<file path="src/design/rbg_pkg.sv">
// Summary of operation
// - device returns a 32-bit read-only status word after a readback request
// - status bits 0 to 2 echo the select code from readback command bits 27 to 29, any of 0 to 7, 0 after reset
// - status bits 3 and 4 carry bank select code, fixed at bank 1
// - bits 5 and 6 hold fixed version field; bits 7 to 15 read zero
// - bits 16 to 23 hold quadrature offset code, msb set after reset
// - bits 24 to 31 hold in-phase offset code, msb set after reset
// - 5-bit serial gain in register 1 bits 12 to 16, 1 dB steps
// - three fast attenuation pins lower gain at once, no serial rewrite
// - register 1 bit 28 scales each attenuation step to 1 dB or 2 dB
// - effective gain equals serial gain minus scaled attenuation
// - effective gain saturates at zero, never wraps
// - both offset code registers load half-scale 128 at start-up
package rbg_pkg;
    localparam int          WORD_W        = 32;
    localparam int          ADDR_W        = 5;
    localparam int          GAIN_W        = 5;
    localparam int          ATTEN_W       = 3;
    localparam int          CODE_W        = 8;
    // register select values
    localparam logic [2:0]  REG_SEL_RB    = 3'h0;
    localparam logic [2:0]  REG_SEL_1     = 3'h1;
    localparam logic [2:0]  REG_SEL_2     = 3'h2;
    localparam logic [2:0]  REG_SEL_3     = 3'h3;
    localparam logic [2:0]  REG_SEL_4     = 3'h4;
    localparam logic [2:0]  REG_SEL_5     = 3'h5;
    localparam logic [1:0]  BANK_SPI      = 2'h1;
    // readback command: low five bits pattern
    localparam logic [4:0]  RB_CMD_ADDR   = 5'h08;
    // field positions
    localparam int          ADDR_LSB      = 0;
    localparam int          REGSEL_LSB    = 0;
    localparam int          BANK_LSB      = 3;
    localparam int          VER_LSB       = 5;
    localparam int          QCODE_LSB     = 16;
    localparam int          ICODE_LSB     = 24;
    localparam int          RB_SEL_LSB    = 27;
    localparam int          GAIN_LSB      = 12;
    localparam int          MULT_BIT      = 28;
    // arbitrary neutral value
    localparam logic [1:0]  VERSION_FIELD = 2'h2;
    // reset values
    localparam logic [7:0]  CODE_RESET    = 8'h80;
    localparam logic [31:0] REG1_RESET    = 32'h0001_1001;
    localparam logic [31:0] REG2_RESET    = 32'h31E0_200A;
    localparam logic [31:0] REG3_RESET    = 32'h4000_000B;
    localparam logic [31:0] REG4_RESET    = 32'h0000_000C;
    localparam logic [31:0] REG5_RESET    = 32'h0000_AAAD;
    localparam logic [2:0]  REG2_ICODE_LSB = 3'h6;
    localparam int          IDAC_LSB      = 6;
    localparam int          QDAC_LSB      = 14;
endpackage : rbg_pkg

</file>
<file path="src/design/rbg_gain_word.sv">
`timescale 1ns/1ns
module rbg_gain_word
    import rbg_pkg::*;
(
    input  wire logic               clk_i,
    input  wire logic               rst_i,
    input  wire logic [GAIN_W-1:0]  serial_gain_i,
    input  wire logic               step_double_i,
    input  wire logic [ATTEN_W-1:0] atten_i,
    output logic      [GAIN_W-1:0]  baseband_gain_word_o
);
    // -----------------------------------------------
    // effective gain
    // -----------------------------------------------
    wire logic [GAIN_W:0] scaled_atten = step_double_i ? {2'h0, atten_i, 1'b0}
                                                       : {3'h0, atten_i};
    wire logic [GAIN_W:0] diff         = {1'b0, serial_gain_i} - scaled_atten;
    wire logic [GAIN_W-1:0] next_gain  = diff[GAIN_W] ? '0 : diff[GAIN_W-1:0];

    always_ff @(posedge clk_i or posedge rst_i) begin
        if (rst_i) begin
            baseband_gain_word_o <= '0;
        end else begin
            baseband_gain_word_o <= next_gain;
        end
    end
endmodule : rbg_gain_word

</file>
<file path="src/design/rbg_readback_ctrl.sv">
`timescale 1ns/1ns
module rbg_readback_ctrl
    import rbg_pkg::*;
(
    input  wire logic               clk_i,
    input  wire logic               rst_i,
    input  wire logic               spi_clk_i,
    input  wire logic               spi_data_i,
    input  wire logic               spi_strobe_i,
    input  wire logic               fast_atten_pin_msb_i,
    input  wire logic               fast_atten_pin_mid_i,
    input  wire logic               fast_atten_pin_lsb_i,
    output logic                    spi_rdata_o,
    output logic [GAIN_W-1:0]       baseband_gain_word_o,
    output logic [CODE_W-1:0]       inphase_offset_code_o,
    output logic [CODE_W-1:0]       quad_offset_code_o,
    output logic [WORD_W-1:0]       bias_trim_setup_o
);
    // -----------------------------------------------
    // pin synchronisers
    // -----------------------------------------------
    logic [5:0] sync_a;
    logic [5:0] sync_b;
    logic       clk_d;
    logic       strobe_d;
    wire  logic [5:0] raw_in = {fast_atten_pin_msb_i, fast_atten_pin_mid_i, fast_atten_pin_lsb_i,
                                spi_strobe_i, spi_data_i, spi_clk_i};

    always_ff @(posedge clk_i or posedge rst_i) begin
        if (rst_i) begin
            sync_a <= '0;
            sync_b <= '0;
        end else begin
            sync_a <= raw_in;
            sync_b <= sync_a;
        end
    end

    wire logic s_clk    = sync_b[0];
    wire logic s_data   = sync_b[1];
    wire logic s_strobe = sync_b[2];
    wire logic [ATTEN_W-1:0] s_atten = sync_b[5:3];
    wire logic clk_rise = s_clk & ~clk_d;
    wire logic clk_fall = ~s_clk & clk_d;
    wire logic latch    = s_strobe & ~strobe_d;

    always_ff @(posedge clk_i or posedge rst_i) begin
        if (rst_i) begin
            clk_d    <= 1'b0;
            strobe_d <= 1'b0;
        end else begin
            clk_d    <= s_clk;
            strobe_d <= s_strobe;
        end
    end

    // -----------------------------------------------
    // shift in, bit 0 first
    // -----------------------------------------------
    logic [WORD_W-1:0] shift_in;
    always_ff @(posedge clk_i or posedge rst_i) begin
        if (rst_i) begin
            shift_in <= '0;
        end else if (clk_rise) begin
            shift_in <= {s_data, shift_in[WORD_W-1:1]};
        end
    end

    // -----------------------------------------------
    // register file
    // -----------------------------------------------
    logic [WORD_W-1:0] reg1;
    logic [WORD_W-1:0] reg2;
    logic [WORD_W-1:0] reg3;
    logic [WORD_W-1:0] reg4;
    logic [WORD_W-1:0] reg5;
    logic [2:0]        rb_sel;
    logic              rb_pending;
    logic              rb_load;

    wire logic [2:0] in_sel  = shift_in[2:0];
    wire logic       in_spi  = shift_in[4:3] == BANK_SPI;
    // only bits 0 to 26 are matched; stray bits in 5 to 26 make it a write to select 0, which changes no register
    wire logic       is_rb   = latch && shift_in[ADDR_W-1:0] == RB_CMD_ADDR
                               && shift_in[RB_SEL_LSB-1:ADDR_W] == '0;
    wire logic       is_wr   = latch && in_spi && !is_rb;

    always_ff @(posedge clk_i or posedge rst_i) begin
        if (rst_i) begin
            reg1 <= REG1_RESET;
            reg2 <= REG2_RESET;
            reg3 <= REG3_RESET;
            reg4 <= REG4_RESET;
            reg5 <= REG5_RESET;
        end else if (is_wr) begin
            case (in_sel)
                REG_SEL_1: reg1 <= shift_in;
                REG_SEL_2: reg2 <= shift_in;
                REG_SEL_3: reg3 <= shift_in;
                REG_SEL_4: reg4 <= shift_in;
                REG_SEL_5: reg5 <= shift_in;
                default:   reg1 <= reg1;
            endcase
        end
    end

    // offset codes follow the manual dac fields of register 2; msb set at reset
    always_ff @(posedge clk_i or posedge rst_i) begin
        if (rst_i) begin
            inphase_offset_code_o <= CODE_RESET;
            quad_offset_code_o    <= CODE_RESET;
        end else begin
            inphase_offset_code_o <= reg2[IDAC_LSB +: CODE_W];
            quad_offset_code_o    <= reg2[QDAC_LSB +: CODE_W];
        end
    end

    // -----------------------------------------------
    // status word and readback shifter
    // -----------------------------------------------
    wire logic [WORD_W-1:0] status_word = {inphase_offset_code_o,
                                           quad_offset_code_o,
                                           9'h000, VERSION_FIELD,
                                           BANK_SPI,
                                           rb_sel};
    logic [WORD_W-1:0] shift_out;

    always_ff @(posedge clk_i or posedge rst_i) begin
        if (rst_i) begin
            rb_sel     <= REG_SEL_RB;
            rb_pending <= 1'b0;
        end else if (is_rb) begin
            rb_sel     <= shift_in[RB_SEL_LSB +: 3];
            rb_pending <= 1'b1;
        end else if (latch) begin
            rb_pending <= 1'b0;
        end
    end

    always_ff @(posedge clk_i or posedge rst_i) begin
        if (rst_i) begin
            rb_load <= 1'b0;
        end else begin
            rb_load <= is_rb;
        end
    end

    // load one cycle after the command so rb_sel already holds the new select;
    // a bit counter is not needed, zeros shift in behind the last bit
    always_ff @(posedge clk_i or posedge rst_i) begin
        if (rst_i) begin
            shift_out   <= '0;
            spi_rdata_o <= 1'b0;
        end else if (rb_load) begin
            shift_out   <= status_word;
        end else if (rb_pending && clk_fall) begin
            spi_rdata_o <= shift_out[0];
            shift_out   <= {1'b0, shift_out[WORD_W-1:1]};
        end
    end

    assign bias_trim_setup_o = reg5;

    // -----------------------------------------------
    // gain
    // -----------------------------------------------
    rbg_gain_word u_gain (
        .clk_i                (clk_i),
        .rst_i                (rst_i),
        .serial_gain_i        (reg1[GAIN_LSB +: GAIN_W]),
        .step_double_i        (reg1[MULT_BIT]),
        .atten_i              (s_atten),
        .baseband_gain_word_o (baseband_gain_word_o)
    );
endmodule : rbg_readback_ctrl

</file>
<file path="config.mk">
export PLATFORM = sky130hd
export DESIGN_NAME = rbg_readback_ctrl
export DESIGN_NICKNAME = d
export VERILOG_FILES = /design/src/design/rbg_pkg.sv /design/src/design/rbg_gain_word.sv /design/src/design/rbg_readback_ctrl.sv
export SDC_FILE = /design/constraint.sdc
export NUM_CORES = 1
export LEC_CHECK = 0
export ABC_CLOCK_PERIOD_IN_PS = 10860
export BUFFER_PORTS_ARGS = -buffer_cell sky130_fd_sc_hd__buf_2
export CAP_MARGIN = 5
export CORE_MARGIN = 2
export CORE_UTILIZATION = 40
export DETAILED_ROUTE_END_ITERATION = 7
export PLACE_DENSITY = 0.65
export REMOVE_ABC_BUFFERS = 1
export SYNTH_ARGS = -nofsm -noshare
export SYNTH_HDL_FRONTEND = slang
export SYNTH_SLANG_ARGS = --single-unit
</file>
<file path="constraint.sdc">
create_clock -name clk_i -period 10.86 [get_ports clk_i]
set_clock_uncertainty 0.1 [all_clocks]
set_input_delay 2.172 -clock clk_i [delete_from_list [all_inputs] [get_ports clk_i]]
set_output_delay 2.172 -clock clk_i [all_outputs]
set_load 0.01 [all_outputs]
</file>
==> results.cfg <==
[run_status]
status = complete, no violations

[logic_synthesis]
synth-warning-count = 0
yosysTopAreaCell = dfrtp_1
synthFlopType = dfrtp_1
seq_area_frac_synth = 0.674
synth_seq_cells = 159
async_flop_share = 1.00
ys_types = 36
synthTopCellsByCount = 144 x dfrtp_1, 59 x mux2_2, 25 x inv_1, 25 x mux2_4, 18 x a222oi_1
synth_area_per_cell_um2 = 16.1
synthCells = 369
synth_most_common_cell = dfrtp_1
synth_area_mm2 = 0.00593
yosys.area.top_type_share = 0.608
synth_edf_count = 0
ys_top_cells_by_area = dfrtp_1 61%, mux2_2 11%, dfstp_2 6.6%, mux2_4 6.3%, a222oi_1 3.0%

[cts]
cts_made_buffers = 17
root_buffer = clkbuf_16
clock_latency_ns = 0.41
cts.clk_slew.worst_paths_ns = 0.06
post_cts_resized = 0
clock-sinks = 159
ctsHoldBuffers = 0
htreeDepth = 4
cts_tree = yes
cts.path.max_buffers = 2
postCtsSetupRepairBufs = 0

[floorplan]
coreArea_mm2 = 0.0145
rows = 44
die_area_mm2 = 0.0158
initial_core_util = 0.408
io-pin-count = 62
chipWidth_um = 126
fp.dieH_um = 126

[power_and_ir_drop]
seq_power_share = 0.517
combPwrFrac = 0.043
cellLeakagePower_nw = 3.71
switching_share = 0.221
p_switching_w = 0.000281
intPower_w = 0.000988
ir_drop_uv = 110
powerDensity_mw_per_mm2 = 182
p_clk_frac = 0.440

[global_routing]
grt_pass1_vias = 3399
grt_antenna_before_repair = 0
grtUsageTotal = 0.143
grt_max_degree = 86
grt_pass1_wl_um = 17900
grt-ovfl-total = 0

[timing]
setup_tns_ns = 0
tightest_slew_ns = 1.08
relSlewSlack = 0.276
fmax_mhz = 290
setup_viol = 0
period_minus_slack_ns = 3.45
slew_violations = 0
hold_ws_ns = 0.248
rsz0062_at_grt = false
period_share = 0.318
finalHoldViolCount = 0

[drt]
drt-initial-drc-count = 284
post-route-drc-count = 0
vias = 3254
ant_nets = 0
routed_wl_um = 10500
wl_per_cell_um = 16.6
routed_via_density = 5.14
drt-pass1-iter-count = 7

[job]
max_cap_viol_count = 0

[finish]
fin_util = 0.480
antenna_cells = 0
fill_cells = 1298
nets = 449
stdcell_count = 633
drive_gt1_frac = 0.450
area_growth_pct = 17.6

[setup_path]
r2r_start = shift_in[4]$_DFFE_PP0P_
critPathKind = in2async
critPathSlowestCell = buf_4
crit_cells = 3
cp_num_buf_inv = 3
crit_path_start_kind = primary input
crit_chain = buf_2 -> inv_6 -> buf_4
endpoint_kind = async pin
crit_arrival_ns = 3.74
critPathCapture = shift_out[17]$_DFFE_PP0P_
max_stage_delay_ns = 0.89
crit_family = buffers and inverters
r2r-end = bias_trim_setup_o[26]$_DFFE_PP0P_
crit_fanout = 85
r2r_slack_ns = 8.58
cp.required_ns = 11.15
crit_path_start = rst_i
r2r_cells = 4

[worst_hold_path]
min_path_type = reg2reg

[place]
io_buffer_count = 61
dp_hpwl_um = 6790
dp.cells = 601
gp_congestion = 0.736
## state kept, by name, summed over array words and instances, names as in the netlist
register / cells
shift_out: 32
rb_pending: 1
strobe_d: 1
sync_a: 6
spi_rdata_o: 1
reg2: 16
rb_sel: 3
bias_trim_setup_o: 32
clk_d: 1
rb_load: 1
shift_in: 32
sync_b: 6
quad_offset_code_o: 8
reg1: 6
inphase_offset_code_o: 8
u_gain.baseband_gain_word_o: 5
## cells in the final DEF, fill, tap and decap left out, types with 4 or more instances in the layout
cell type,n
clkinv_2,6
buf_4,4
buf_2,61
nand2b_1,4
ha_1,4
clkbuf_1,4
clkbuf_16,17
mux2_4,25
a22o_1,12
a222oi_1,18
inv_1,24
nor2b_1,4
a21oi_1,5
mux2_2,59
dfrtp_1,144
dfstp_2,15
nor4_1,7
## per-stage QoR
| step | setup WS, ns | cell area (um^2) | total power (W) |
|---|---|---|---|
| CTS | 7.33 | 6970 | 0.00129 |
| global placement | 6.94 | 6410 | 0.000720 |
| finish | 7.41 | 6970 | 0.00127 |
| detailed placement | 6.88 | 6410 | 0.000723 |
| global route | 7.12 | 6970 | 0.00132 |
| floorplan | 4.32 | 5830 | 0.000698 |
## per-layer routing
metal / up-vias / wire, um / track usage
met5: - / 0 / 0
met4: 0 / 80 / 0.0465
met3: 10 / 585 / 0.0548
met2: 76 / 5040 / 0.213
met1: 1704 / 4830 / 0.195
li1: 1464 / - / -
## cell type report
class                   count  area [um^2]  area share
multi-input cells         168         1750       0.251
inverters                  25         98.8      0.0142
flip-flops and latches    159         4000       0.574
well taps                 184          230      0.0330
clock buffers              21          440      0.0632
clock inverters            11          116      0.0167
repair buffers             65          335      0.0481
## power groups by stage
stage	registers (W)	clock network, W	logic [W]
final	0.000656	0.000559	0.0000540
after floorplan	0.000653	0	0.0000444
after CTS	0.000657	0.000574	0.0000557
after global routing	0.000663	0.000599	0.0000618
after detailed placement	0.000668	0	0.0000556
after global placement	0.000666	0	0.0000536
## cells by family after synthesis
| logic type | Yosys count | synth area share |
|---|---|---|
| AO/OA/AOI/OAI | 42 | 0.0603 |
| XOR/XNOR | 1 | 0.00148 |
| adder cells (fa/ha/maj) | 5 | 0.0118 |
| buffers and inverters | 42 | 0.0327 |
| flip-flops | 159 | 0.674 |
| multiplexers | 87 | 0.181 |
| AND/OR/NAND/NOR | 33 | 0.0388 |
## worst register-to-register path: cells and delay by family, from the launching register on
family | cells | cell delay, ns
DFF | 1 | 0.39
and+or+nand+nor | 3 | 1.11
muxes | 1 | 0.56
## worst min path at each step
stage | start | slack, ns | endpoint | cells past startpoint
2_1_floorplan | sync_a[0]$_DFF_PP0_ | 0.23 | sync_b[0]$_DFF_PP0_ | 0
3_3_place_gp | sync_a[1]$_DFF_PP0_ | 0.23 | sync_b[1]$_DFF_PP0_ | 0
3_5_place_dp | sync_a[3]$_DFF_PP0_ | 0.23 | sync_b[3]$_DFF_PP0_ | 0
4_1_cts | sync_a[3]$_DFF_PP0_ | 0.25 | sync_b[3]$_DFF_PP0_ | 0
5_1_grt | sync_a[4]$_DFF_PP0_ | 0.27 | sync_b[4]$_DFF_PP0_ | 0
6_report | sync_a[3]$_DFF_PP0_ | 0.25 | sync_b[3]$_DFF_PP0_ | 0
Note: power is estimated with default switching activity, not from simulation.
